<file path="src/common/rsq_pkg.sv">
// Constants shared by the reset sequencer device end and the board end.
// Assumes one 50 MHz clock drives both ends.
`default_nettype none
package rsq_pkg;
	localparam int CLK_PERIOD_NS = 20;
	localparam int STRAP_W = 16;
	// Board timing, in ns
	localparam int T_PWRON_LOW_NS = 2000;
	localparam int T_RESET_GAP_NS = 10;
	localparam int T_STRAP_SETUP_NS = 50;
	localparam int T_WARM_LOW_NS = 500;
	// Device timing
	localparam int T_LOCK_MAX_NS = 10000;
	localparam int WDOG_LOCK_REF_CLKS = 24;
	// Cycle counts: least times round up, longest rounds down
	localparam int PWRON_LOW_CYC =
		(T_PWRON_LOW_NS + CLK_PERIOD_NS - 1) / CLK_PERIOD_NS;
	localparam int RESET_GAP_CYC = (T_RESET_GAP_NS + CLK_PERIOD_NS - 1)
		/ CLK_PERIOD_NS;
	localparam int STRAP_SETUP_CYC = (T_STRAP_SETUP_NS + CLK_PERIOD_NS - 1)
		/ CLK_PERIOD_NS;
	localparam int WARM_LOW_CYC = (T_WARM_LOW_NS + CLK_PERIOD_NS - 1)
		/ CLK_PERIOD_NS;
	localparam int LOCK_MAX_CYC = T_LOCK_MAX_NS / CLK_PERIOD_NS;
	// Device waits this long for lock after release, well under the maximum
	localparam int LOCK_DELAY_CYC = 64;
	localparam int CNT_W = 16;
endpackage
`default_nettype wire

</file>
<file path="src/common/rsq_if.sv">
// Reset pins between the board end and the device end.
// Assumes both ends share mclk_i; pins are single-direction.
`timescale 1ns/10ps
`default_nettype none
interface rsq_if;
	import rsq_pkg::*;
	logic pwron_rst_n;
	logic reset_in_n;
	logic [STRAP_W-1:0] expansion_address_straps;
	logic lock;
	modport device (input pwron_rst_n, input reset_in_n,
		input expansion_address_straps, output lock);
	modport board (output pwron_rst_n, output reset_in_n,
		output expansion_address_straps, input lock);
endinterface
`default_nettype wire

</file>
<file path="src/logic/rsq_sync.sv">
// Three-stage synchroniser with second/third agreement.
// Assumes the input is asynchronous to mclk_i.
`timescale 1ns/10ps
`default_nettype none
module rsq_sync #(
	parameter logic RESET_VAL = 1'b0
) (
	input wire logic mclk_i,
	input wire logic srst_i,
	input wire logic async_i,
	output logic level_o
);
	logic [2:0] stage;
	logic [2:0] next_stage;
	logic next_level;

	always_comb
	begin
		next_stage = {stage[1:0], async_i};
		next_level = (stage[1] == stage[2]) ? stage[2] : level_o;
	end

	always_ff @(posedge mclk_i)
	begin
		if (srst_i)
		begin
			stage <= {3{RESET_VAL}};
			level_o <= RESET_VAL;
		end
		else
		begin
			stage <= next_stage;
			level_o <= next_level;
		end
	end
endmodule // rsq_sync
`default_nettype wire

</file>
<file path="src/logic/rsq_device.sv">
// Device end: reset entry, strap capture and lock indication.
// Assumes board end keeps the pin timing; watchdog event comes from logic.
`timescale 1ns/10ps
`default_nettype none
module rsq_device
	import rsq_pkg::*;
#(
	parameter int LOCK_CYC = rsq_pkg::LOCK_DELAY_CYC,
	parameter int WDOG_CYC = rsq_pkg::WDOG_LOCK_REF_CLKS
) (
	input wire logic mclk_i,
	input wire logic srst_i,
	rsq_if.device pins,
	input wire logic wdog_event_i,
	input wire logic wdog_rst_end_i,
	output logic boot_start_o,
	output logic core_rst_o,
	output logic mult_rst_o,
	output logic soft_reset_flag_o,
	output logic [rsq_pkg::STRAP_W-1:0] straps_o
);
	import rsq_pkg::*;

	initial
	begin
		if (LOCK_CYC < 1 || LOCK_CYC > LOCK_MAX_CYC || WDOG_CYC < 1)
			$error("rsq_device: bad lock counts");
	end

	////////////////////////////////////////////////////////////////
	typedef enum logic [2:0] {
		RSQ_COLD, RSQ_WARM, RSQ_WAIT_LOCK, RSQ_RUN, RSQ_WDOG, RSQ_WDOG_HOLD
	} rsq_state_e;

	logic pwron_n_s;
	logic reset_n_s;
	logic reset_n_d;
	logic [STRAP_W-1:0] strap_s1;
	logic [STRAP_W-1:0] strap_s2;

	rsq_sync #(.RESET_VAL(1'b0)) u_sync_pwron (
		.mclk_i(mclk_i), .srst_i(srst_i),
		.async_i(pins.pwron_rst_n), .level_o(pwron_n_s));
	rsq_sync #(.RESET_VAL(1'b0)) u_sync_reset (
		.mclk_i(mclk_i), .srst_i(srst_i),
		.async_i(pins.reset_in_n), .level_o(reset_n_s));

	////////////////////////////////////////////////////////////////
	rsq_state_e state;
	rsq_state_e next_state;
	logic [CNT_W-1:0] cnt;
	logic [CNT_W-1:0] next_cnt;
	logic lock;
	logic next_lock;
	logic boot;
	logic next_boot;
	logic core_rst;
	logic next_core_rst;
	logic mult_rst;
	logic next_mult_rst;
	logic soft_flag;
	logic next_soft_flag;
	logic [STRAP_W-1:0] straps;
	logic [STRAP_W-1:0] next_straps;
	logic rise;

	assign rise = reset_n_s && !reset_n_d;

	always_comb
	begin
		next_state = state;
		next_cnt = cnt;
		next_lock = lock;
		next_boot = 1'b0;
		next_core_rst = core_rst;
		next_mult_rst = mult_rst;
		next_soft_flag = soft_flag;
		next_straps = straps;
		case (state)
			RSQ_COLD, RSQ_WARM:
			begin
				next_core_rst = 1'b1;
				if (state == RSQ_COLD)
					next_mult_rst = !pwron_n_s;
				if (rise && pwron_n_s)
				begin
					next_straps = strap_s2;
					next_cnt = CNT_W'(LOCK_CYC);
					next_mult_rst = 1'b0;
					next_state = RSQ_WAIT_LOCK;
				end
			end
			RSQ_WAIT_LOCK:
			begin
				if (cnt <= CNT_W'(1))
				begin
					next_lock = 1'b1;
					next_core_rst = 1'b0;
					next_boot = 1'b1;
					next_state = RSQ_RUN;
				end
				else
					next_cnt = cnt - CNT_W'(1);
			end
			RSQ_RUN:
			begin
				if (wdog_event_i)
				begin
					next_lock = 1'b0;
					next_core_rst = 1'b1;
					next_soft_flag = 1'b1;
					next_state = RSQ_WDOG;
				end
			end
			RSQ_WDOG:
			begin
				if (wdog_rst_end_i)
				begin
					next_cnt = CNT_W'(WDOG_CYC);
					next_state = RSQ_WDOG_HOLD;
				end
			end
			RSQ_WDOG_HOLD:
			begin
				if (cnt <= CNT_W'(1))
				begin
					next_lock = 1'b1;
					next_core_rst = 1'b0;
					next_boot = 1'b1;
					next_state = RSQ_RUN;
				end
				else
					next_cnt = cnt - CNT_W'(1);
			end
			default:
				next_state = RSQ_COLD;
		endcase
		// Reset inputs override every state
		if (!pwron_n_s)
		begin
			next_state = RSQ_COLD;
			next_lock = 1'b0;
			next_boot = 1'b0;
			next_core_rst = 1'b1;
			next_mult_rst = 1'b1;
			next_soft_flag = 1'b0;
		end
		else if (!reset_n_s)
		begin
			if (state != RSQ_COLD)
				next_state = RSQ_WARM;
			next_lock = 1'b0;
			next_boot = 1'b0;
			next_core_rst = 1'b1;
			next_soft_flag = 1'b0;
		end
	end

	always_ff @(posedge mclk_i)
	begin
		if (srst_i)
		begin
			state <= RSQ_COLD;
			cnt <= '0;
			lock <= 1'b0;
			boot <= 1'b0;
			core_rst <= 1'b1;
			mult_rst <= 1'b1;
			soft_flag <= 1'b0;
			straps <= '0;
			reset_n_d <= 1'b0;
			strap_s1 <= '0;
			strap_s2 <= '0;
		end
		else
		begin
			state <= next_state;
			cnt <= next_cnt;
			lock <= next_lock;
			boot <= next_boot;
			core_rst <= next_core_rst;
			mult_rst <= next_mult_rst;
			soft_flag <= next_soft_flag;
			straps <= next_straps;
			reset_n_d <= reset_n_s;
			strap_s1 <= pins.expansion_address_straps;
			strap_s2 <= strap_s1;
		end
	end

	assign pins.lock = lock;
	assign boot_start_o = boot;
	assign core_rst_o = core_rst;
	assign mult_rst_o = mult_rst;
	assign soft_reset_flag_o = soft_flag;
	assign straps_o = straps;
endmodule // rsq_device
`default_nettype wire

</file>
<file path="src/flat_wrapper.sv">
// flat-port wrapper written by rule: the top's interface ports become plain ports
module rsq_device_flat import rsq_pkg::*;
#(
	parameter int LOCK_CYC = rsq_pkg::LOCK_DELAY_CYC,
	parameter int WDOG_CYC = rsq_pkg::WDOG_LOCK_REF_CLKS
)
  (mclk_i, srst_i, wdog_event_i, wdog_rst_end_i, boot_start_o, core_rst_o, mult_rst_o, soft_reset_flag_o, straps_o, pins_pwron_rst_n, pins_reset_in_n, pins_expansion_address_straps, pins_lock);
  rsq_if pins_i ();
  input wire logic mclk_i;
  input wire logic srst_i;
  input wire logic wdog_event_i;
  input wire logic wdog_rst_end_i;
  output logic boot_start_o;
  output logic core_rst_o;
  output logic mult_rst_o;
  output logic soft_reset_flag_o;
  output logic [rsq_pkg::STRAP_W-1:0] straps_o;
  input wire logic [$bits(pins_i.pwron_rst_n)-1:0] pins_pwron_rst_n;
  input wire logic [$bits(pins_i.reset_in_n)-1:0] pins_reset_in_n;
  input wire logic [$bits(pins_i.expansion_address_straps)-1:0] pins_expansion_address_straps;
  output wire logic [$bits(pins_i.lock)-1:0] pins_lock;
  assign pins_i.pwron_rst_n = pins_pwron_rst_n;
  assign pins_i.reset_in_n = pins_reset_in_n;
  assign pins_i.expansion_address_straps = pins_expansion_address_straps;
  assign pins_lock = pins_i.lock;
  rsq_device #(.LOCK_CYC(LOCK_CYC), .WDOG_CYC(WDOG_CYC)) u_core (.mclk_i(mclk_i), .srst_i(srst_i), .pins(pins_i), .wdog_event_i(wdog_event_i), .wdog_rst_end_i(wdog_rst_end_i), .boot_start_o(boot_start_o), .core_rst_o(core_rst_o), .mult_rst_o(mult_rst_o), .soft_reset_flag_o(soft_reset_flag_o), .straps_o(straps_o));
endmodule
</file>
<file path="config.mk">
export PLATFORM = sky130hd
export DESIGN_NAME = rsq_device_flat
export DESIGN_NICKNAME = d
export VERILOG_FILES = /design/src/common/rsq_pkg.sv /design/src/common/rsq_if.sv /design/src/logic/rsq_sync.sv /design/src/logic/rsq_device.sv /design/src/flat_wrapper.sv
export SDC_FILE = /design/constraint.sdc
export NUM_CORES = 1
export LEC_CHECK = 0
export BUFFER_PORTS_ARGS = -buffer_cell sky130_fd_sc_hd__buf_2
export CAP_MARGIN = 25
export CORE_UTILIZATION = 33
export DETAILED_ROUTE_END_ITERATION = 8
export SETUP_SLACK_MARGIN = 0.02
export SLEW_MARGIN = 20
export SYNTH_ARGS = -nofsm -noshare
export SYNTH_HDL_FRONTEND = slang
export SYNTH_SLANG_ARGS = --single-unit
</file>
<file path="constraint.sdc">
create_clock -name mclk_i -period 2.4 [get_ports mclk_i]
set_clock_uncertainty 0.05 [all_clocks]
set_input_delay 0.72 -clock mclk_i [delete_from_list [all_inputs] [get_ports mclk_i]]
set_output_delay 0.72 -clock mclk_i [all_outputs]
set_load 0.02 [all_outputs]
</file>
==> impl_metrics.tcl, run 1 <==
set metrics [dict create \
    status "completed" \
    core_um2 9328 \
    detail-route-antenna-nets 0 \
    hp-start "u_core.strap_s2[4]" \
    gp_congestion 0.8709 \
    drv_slew 0 \
    synth_warnings 0 \
    worst_pin_slew_ns 0.5650 \
    place_hpwl_um 4504 \
    postSynthRegisterBits 81 \
    synthMuxAreaShare 0.02186 \
    die_w_um 100.6 \
    synth-simple-area-share 0.2619 \
    synth_edf_count 0 \
    syn_area_um2 3206 \
    setup_viol 0 \
    h-tree-depth 3 \
    dieArea_um2 10110 \
    layout-drive-gt1-share 0.2259 \
    drc 0 \
    vias 2495 \
    worst-path-max-fanout 13 \
    maxCapViolations 0 \
    min_path_type "register to register" \
    cts_tree "done" \
    grt_pass1_vias 2293 \
    synth_compound_area_frac 0.1538 \
    powerDensity_nw_per_um2 692.1 \
    initial_core_util 0.3437 \
    required_ns 2.59 \
    irDropWorstVdd_mv 0.2320 \
    cts_sinks 81 \
    grt_use_total 0.1392 \
    leakagePower_uw 0.001516 \
    synth_cells 347 \
    clockBufferDepth 2 \
    ios 43 \
    cts_root_buf "clkbuf_8" \
    crit_start "u_core.cnt[11]" \
    synth_top_family_by_area "simple AND/OR/NAND/NOR gates" \
    drtPass1Iterations 4 \
    nets 414 \
    hold_buffers 0 \
    area_growth_pct 18.97 \
    dp.cells 508 \
    yosysSeqAreaShare 0.5059 \
    wirelength_um 6526 \
    hold_violations 0 \
    ys.flop_type "dfxtp_1" \
    startpoint_type "register" \
    viasPerCell 4.771 \
    critical_path_class "register to register" \
    yosys.area_share.xor_xnor 0.002732 \
    ys_types 53 \
    finalCriticalPeriod_ns 2.270 \
    rsz0062_at_grt "no" \
    antenna_cells 0 \
    crit_arrival_ns 2.46 \
    std_cell_rows 35 \
    tns_ns 0 \
    die_y_um 100.6 \
    synth_async_sr_flop_share 0 \
    clk_pin_slew_worst_paths_ns 0.09 \
    route.detailed.wl_per_inst_um 12.48 \
    drtIter0Drc 116 \
    antenna_found_initial 0 \
    r2r-start "u_core.cnt[11]" \
    period_share 0.9457 \
    grt_max_degree 54 \
    clock_latency_ns 0.35 \
    fmax_ghz 0.4406 \
    end_kind "register" \
    synth_fa_ha_area_frac 0.007806 \
    layoutNonFillerInstCount 523 \
    grt_overflow 0 \
    io_buffers 42 \
    max-slew-margin-rel 0.6233 \
    whs_ns 0.3857 \
    postCtsSetupBuffers 0 \
    synth_nets 371 \
    syn_avg_cell_area_um2 9.238 \
    grt_pass1_wl_um 10920 \
    cts_buffers 9 \
]
[registers in the layout, summed over array words and instances, names as in the netlist]
signal and flops:
u_core.u_sync_pwron.level_o 1, u_core.reset_n_d 1, u_core.u_sync_reset.stage 3, u_core.u_sync_reset.level_o 1, u_core.strap_s2 16, u_core.strap_s1 16
u_core.u_sync_pwron.stage 3, u_core.boot_start_o 1, u_core.soft_reset_flag_o 1, u_core.cnt 16, u_core.mult_rst_o 1, u_core.pins.lock 1
u_core.core_rst_o 1, u_core.state 3, u_core.straps_o 16
[stage by stage]
stage	instance area, µm²	utilization	power [µW]	setup WS (ns)
final	3814	0.4089	2640	0.1303
after global routing	3814	0.4089	2729	0.02037
after CTS	3784	0.4056	2675	0.06155
after detailed placement	3543	0.3799	1479	0.04523
after global placement	3543	0.3799	1477	0.1929
after floorplan	3206	-	1453	0.3304
[layout make-up]
class	instances	area, µm²
clock inverters	6	115.1
multi-input cells	238	1473
inverters	7	26.28
well taps	129	161.4
flip-flops and latches	81	1622
repair buffers	53	292.8
clock buffers	9	123.9
fillers	960	5514
[worst max-delay path: stages, from the launching register on]
cell	delay (ns)
dfxtp_1	0.38
or4_4	0.60
nor4_4	0.42
a21o_2	0.39
a211oi_1	0.16
mux2i_1	0.15
[layer usage]
metal,global-route usage,vias up,share of wire
met1,0.1759,1167,0.46
met5,0,-,0
met3,0.03259,10,0.037
li1,-,1278,-
met2,0.2192,40,0.48
met4,0.07692,0,0.022
[repair_timing]
action	in CTS	in global routing
gates cloned	0	0
endpoints found under the hold margin	0	0
endpoints found under the setup margin	1	7
resized for setup	1	6
pin swaps	0	0
[report_power, final]
group          internal (µW)  switching, µW  leakage, µW
sequential              1370           6.56     0.000660
combinational           33.4           34.0     0.000739
clock                    693            501     0.000116
total                   2100            542      0.00152
[synth_stat cells, types with 2 or more instances]
master | count | area (µm²)
nand3b_1 | 2 | 15.01
buf_2 | 4 | 20.02
a211oi_1 | 4 | 30.03
nand2b_1 | 4 | 25.02
inv_1 | 7 | 26.28
a211o_1 | 3 | 26.28
o21ai_0 | 9 | 45.04
a21o_1 | 2 | 15.01
buf_4 | 2 | 15.01
a21oi_1 | 33 | 165.2
or4_1 | 2 | 15.01
a21boi_0 | 2 | 15.01
o2111ai_1 | 2 | 17.52
mux2i_1 | 7 | 70.07
o32ai_1 | 2 | 17.52
nor4_1 | 4 | 25.02
or3_1 | 10 | 62.56
a2111oi_0 | 2 | 17.52
nand3_1 | 3 | 15.01
nor2b_1 | 42 | 262.8
o31ai_1 | 2 | 15.01
a2111oi_2 | 2 | 30.03
a31oi_1 | 2 | 12.51
dfxtp_1 | 81 | 1622
buf_6 | 4 | 45.04
nor2_1 | 12 | 45.04
nor3_1 | 5 | 25.02
or3_2 | 2 | 15.01
clkbuf_1 | 11 | 41.29
ha_1 | 2 | 25.02
or4_4 | 2 | 22.52
nand2_1 | 55 | 206.5
[cells by family (layout without fill, tap and decap cells)]
family	count (synthesis)	after routing
xor+xnor	1	1
simple gates	154	154
fa+ha+maj	2	2
buf+inv	28	75
flops	81	81
compound gates	74	74
mux	7	7
[worst paths after layout]
kind	endpoint	slack [ns]	cells after the start
worst min register to register	u_core.straps_o[4]	0.39	2
worst min-delay path	u_core.straps_o[4]	0.39	2
worst max-delay path	u_core.cnt[9]	0.13	5
worst max register to register	u_core.cnt[9]	0.13	5
[layout by cell type, fill, tap and decap left out, drive strengths merged, types with 7 or more instances in the layout]
cell / count
a21oi: 33
buf: 53
clkbuf: 9
dfxtp: 81
inv: 9
mux2i: 7
nand2: 55
nor2: 13
nor2b: 43
o21ai: 9
or3: 12
Power figures use the tool's default switching activity.
==> inputs of run 2 (changes only) <==
--- a/config.mk
+++ b/config.mk
@@ -7,7 +7,9 @@
 export LEC_CHECK = 0
 export BUFFER_PORTS_ARGS = -buffer_cell sky130_fd_sc_hd__buf_2
 export CAP_MARGIN = 25
+export CORE_MARGIN = 4
 export CORE_UTILIZATION = 33
+export CTS_CLUSTER_SIZE = 40
 export DETAILED_ROUTE_END_ITERATION = 8
 export SETUP_SLACK_MARGIN = 0.02
 export SLEW_MARGIN = 20
==> constraint.sdc (replaced) <==
create_clock -name mclk_i -period 2.6 [get_ports mclk_i]
set_clock_uncertainty 0.05 [all_clocks]
set_input_delay 0.78 -clock mclk_i [delete_from_list [all_inputs] [get_ports mclk_i]]
set_output_delay 0.78 -clock mclk_i [all_outputs]
set_load 0.02 [all_outputs]
==> impl_metrics.tcl, run 2 (synthesis gave the netlist of run 1 again) <==
set metrics [dict create \
    tns_ns 0 \
    place_hpwl_um 4726 \
    hold_violations 0 \
    reg2reg_slack_ns 0.25 \
    hold_buffers 0 \
    cts_resized 0 \
    end_kind "register" \
    power_uw 2404 \
    drc 0 \
    antenna_found_initial 0 \
    dieArea_um2 11360 \
    drv_slew 0 \
    io_buffers 42 \
    required_ns 2.84 \
    startpoint_type "register" \
    grt_pass1_wl_um 11120 \
    status "completed" \
    period_share 0.9036 \
    drtIter0Drc 132 \
    grt_overflow 0 \
    crit_arrival_ns 2.59 \
    min_path_type "register to register" \
    drtPass1Iterations 4 \
    wirelength_um 6657 \
    worst-path-max-fanout 13 \
    clockBufferDepth 2 \
    r2r-start "u_core.cnt[0]" \
    cts_buffers 9 \
    clock_latency_ns 0.35 \
    cts_tree "done" \
    slowest_delay_ns 0.53 \
    final_common_cell "dfxtp_1" \
    die_y_um 106.6 \
    postCtsSetupBuffers 0 \
    die_w_um 106.6 \
    viasPerCell 4.826 \
    detail-route-antenna-nets 0 \
    reg2reg_depth 7 \
    fin_util 0.4036 \
    rsz0062_at_grt "no" \
    whs_ns 0.3756 \
    setup.worst_path.end "u_core.cnt[15]" \
    cts_sinks 81 \
    leakagePower_uw 0.001504 \
    nets 412 \
    grt_max_degree 25 \
    layout_common_cells "dfxtp_1, nand2_1, nor2b_1, buf_2, a21oi_1" \
    max-slew-margin-rel 0.6478 \
    core_um2 9328 \
    gp_congestion 0.8851 \
    crit_start "u_core.cnt[0]" \
    grt_pass1_vias 2358 \
    layout-drive-gt1-share 0.2137 \
    r2r_end "u_core.cnt[15]" \
    area_growth_pct 17.45 \
    irDropWorstVdd_mv 0.2567 \
    cpMaxStageDelayCell "a2111oi_0" \
    setup_viol 0 \
    place_area_um2 3528 \
    initial_core_util 0.3437 \
    finalCriticalPeriod_ns 2.349 \
    fmax_ghz 0.4256 \
    antenna_cells 0 \
    route.detailed.wl_per_inst_um 12.75 \
    std_cell_rows 35 \
    maxCapViolations 0 \
    vias 2519 \
    h-tree-depth 3 \
    critical_path_class "register to register" \
    clk_pin_slew_worst_paths_ns 0.09 \
    worst_pin_slew_ns 0.5283 \
    path_cells "inv_1 > ha_1 > nor2_1 > nor4_4 > a21o_2 > a2111oi_0 > mux2i_1" \
    ios 43 \
    design_area_um2 3765 \
    grt_use_total 0.1209 \
    powerDensity_nw_per_um2 638.6 \
    cts_root_buf "clkbuf_8" \
]
## run 2: cell count changes in the layout (fill, tap and decap cells not counted), sizes merged
cell,delta
bufinv,-1
clkbuf,+1
buf,-2
clkinv,+2
clkinvlp,-1
## run 2: final cells by class
class,instances,area [µm²]
Clock buffer,10,137.6
Clock inverter,6,97.59
Fill cell,940,5563
Inverter,7,26.28
Multi-Input combinational cell,238,1443
Sequential cell,81,1622
Tap cell,129,161.4
Timing Repair Buffer,51,277.8
## run 2: per-layer routing
layer / part of all wire / vias to the layer above / GRT usage
met1: 0.47 / 1167 / 0.1513
met5: 0 / - / 0
met4: 0.017 / 0 / 0.05297
li1: - / 1281 / -
met2: 0.47 / 60 / 0.1987
met3: 0.045 / 11 / 0.02732
## run 2: report_power, final
| part | switching (µW) | internal, µW | leakage [µW] |
|---|---|---|---|
| clock network | 487 | 581 | 0.000119 |
| registers | 6.04 | 1270 | 0.000660 |
| logic | 32.0 | 32.7 | 0.000724 |
## run 2: stage by stage
step                      worst slack [ns]  instances
after floorplan                     0.5304        347
after global placement              0.3884        506
after detailed placement            0.2921        506
after CTS                           0.2525        522
after global routing                0.1285        522
final                               0.2506        522
## run 2: worst min-delay path by stage
| stage | end | cells past startpoint | startpoint | slack (ns) |
|---|---|---|---|---|
| after CTS | u_core.straps_o[13] | 2 | u_core.strap_s2[13] | 0.38 |
| after floorplan | u_core.strap_s2[0] | 1 | u_core.strap_s1[0] | 0.36 |
| after global routing | u_core.straps_o[6] | 2 | u_core.strap_s2[6] | 0.40 |
| after detailed placement | u_core.strap_s2[1] | 1 | u_core.strap_s1[1] | 0.37 |
| after global placement | u_core.strap_s2[7] | 1 | u_core.strap_s1[7] | 0.37 |
| final | u_core.straps_o[13] | 2 | u_core.strap_s2[13] | 0.38 |
## run 2: critical path, delay by kind of cell, from the launching register on
| kind | cells | cell delay (ns) |
|---|---|---|
| buffers and inverters | 1 | 0.09 |
| AOI/OAI and AO/OA | 2 | 0.86 |
| adders and majority gates | 1 | 0.26 |
| and+or+nand+nor | 2 | 0.38 |
| muxes | 1 | 0.23 |
| DFF | 1 | 0.42 |
==> inputs of run 3 (changes only) <==
--- a/config.mk
+++ b/config.mk
@@ -11,6 +11,7 @@
 export CORE_UTILIZATION = 33
 export CTS_CLUSTER_SIZE = 40
 export DETAILED_ROUTE_END_ITERATION = 8
+export REMOVE_ABC_BUFFERS = 1
 export SETUP_SLACK_MARGIN = 0.02
 export SLEW_MARGIN = 20
 export SYNTH_ARGS = -nofsm -noshare
==> impl_metrics.tcl, run 3 (synthesis gave the netlist of run 1 again) <==
set metrics [dict create \
    std_cell_rows 35 \
    layout_setup_ws_ns 0.2220 \
    cpMaxStageDelayCell "a2111oi_0" \
    multiInputGateArea_um2 1441 \
    clock_latency_ns 0.35 \
    final_common_cell "dfxtp_1" \
    die_y_um 106.6 \
    grt_overflow 0 \
    layout-drive-gt1-share 0.2117 \
    rsz0062_at_grt "no" \
    cts_sinks 81 \
    layout_common_cells "dfxtp_1, nand2_1, nor2b_1, buf_2, a21oi_1" \
    tns_ns 0 \
    detail-route-antenna-nets 0 \
    fmax_ghz 0.4205 \
    pre_cts_slack_ns 0.2322 \
    finalCriticalPeriod_ns 2.378 \
    status "completed" \
    leakagePower_uw 0.001486 \
    reg2reg_depth 7 \
    nets 411 \
    crit_arrival_ns 2.60 \
    antenna_found_initial 0 \
    dieArea_um2 11360 \
    initial_core_util 0.3437 \
    whs_ns 0.3817 \
    postCtsSetupBuffers 0 \
    required_ns 2.82 \
    powerDensity_nw_per_um2 627.6 \
    end_kind "register" \
    grt_max_degree 52 \
    startpoint_type "register" \
    vias 2509 \
    viasPerCell 4.816 \
    hold_buffers 0 \
    clk_pin_slew_worst_paths_ns 0.09 \
    drtPass1Iterations 4 \
    r2r-start "u_core.cnt[0]" \
    setup.worst_path.end "u_core.cnt[8]" \
    cp_num_cells 7 \
    gp_congestion 0.8762 \
    cts_tree "done" \
    die_w_um 106.6 \
    crit_start "u_core.cnt[0]" \
    worst-path-max-fanout 13 \
    grt_pass1_wl_um 10880 \
    period_share 0.9146 \
    path_cells "inv_1 > ha_1 > nor2_1 > nor4_4 > a21o_2 > a2111oi_0 > mux2i_1" \
    hold_violations 0 \
    r2r_end "u_core.cnt[8]" \
    drc 0 \
    worst_pin_slew_ns 0.6072 \
    cts_root_buf "clkbuf_8" \
    cts_buffers 9 \
    dp.cells 505 \
    drtIter0Drc 153 \
    route.detailed.wl_per_inst_um 12.57 \
    critical_path_class "register to register" \
    core_um2 9328 \
    slowest_delay_ns 0.56 \
    drv_slew 0 \
    clockBufferDepth 2 \
    setup_viol 0 \
    grt_pass1_vias 2362 \
    h-tree-depth 3 \
    area_growth_pct 16.86 \
    ios 43 \
    num-fill-cells 937 \
    wirelength_um 6550 \
    final-seq-area_um2 1622 \
    cts_resized 0 \
    layoutNonFillerInstCount 521 \
    crit_buf_inv 1 \
    irDropWorstVdd_mv 0.3180 \
    place_hpwl_um 4539 \
    reg2reg_slack_ns 0.22 \
    fin_util 0.4016 \
    critPathTopFamily "compound AO/OA/AOI/OAI gates" \
    io_buffers 42 \
    grt_use_total 0.1185 \
    max-slew-margin-rel 0.5952 \
    maxCapViolations 0 \
    min_path_type "register to register" \
    antenna_cells 0 \
]
-- run 3: cell type report --
type | instances | share of cell area
Sequential cell | 81 | 0.4329
Tap cell | 129 | 0.04309
Multi-Input combinational cell | 238 | 0.3848
Inverter | 7 | 0.007014
Timing Repair Buffer | 50 | 0.07214
Clock buffer | 9 | 0.03307
Clock inverter | 7 | 0.02705
-- run 3: layer usage --
metal  wire length [µm]  vias up  track usage  share of wire
li1                   -     1278            -              -
met1               3011     1151       0.1465           0.46
met2               3066       64       0.1920           0.47
met3                303       16      0.02914          0.046
met4                169        0      0.05845          0.026
met5                  0        -            0              0
-- run 3: how the worst min path moves through the flow --
stage / start / endpoint / depth (start not counted)
final: u_core.strap_s1[0] / u_core.strap_s2[0] / 1
after global routing: u_core.strap_s2[2] / u_core.straps_o[2] / 2
after CTS: u_core.strap_s1[0] / u_core.strap_s2[0] / 1
after detailed placement: u_core.strap_s1[14] / u_core.strap_s2[14] / 1
after global placement: u_core.strap_s1[12] / u_core.strap_s2[12] / 1
after floorplan: u_core.strap_s2[0] / u_core.straps_o[0] / 2
-- run 3: per-stage QoR --
stage                     area, µm²  power (µW)
after floorplan                3084        1325
final                          3746        2351
after global placement         3521        1362
after global routing           3746        2455
after CTS                      3746        2395
after detailed placement       3521        1364
-- run 3: power breakdown --
part           switching [µW]  internal (µW)  total (µW)  leakage (µW)
Clock                     469            549        1020      0.000106
Combinational            30.5           30.8        61.2      0.000720
Sequential               5.79           1270        1270      0.000660
Total                     506           1850        2350       0.00149
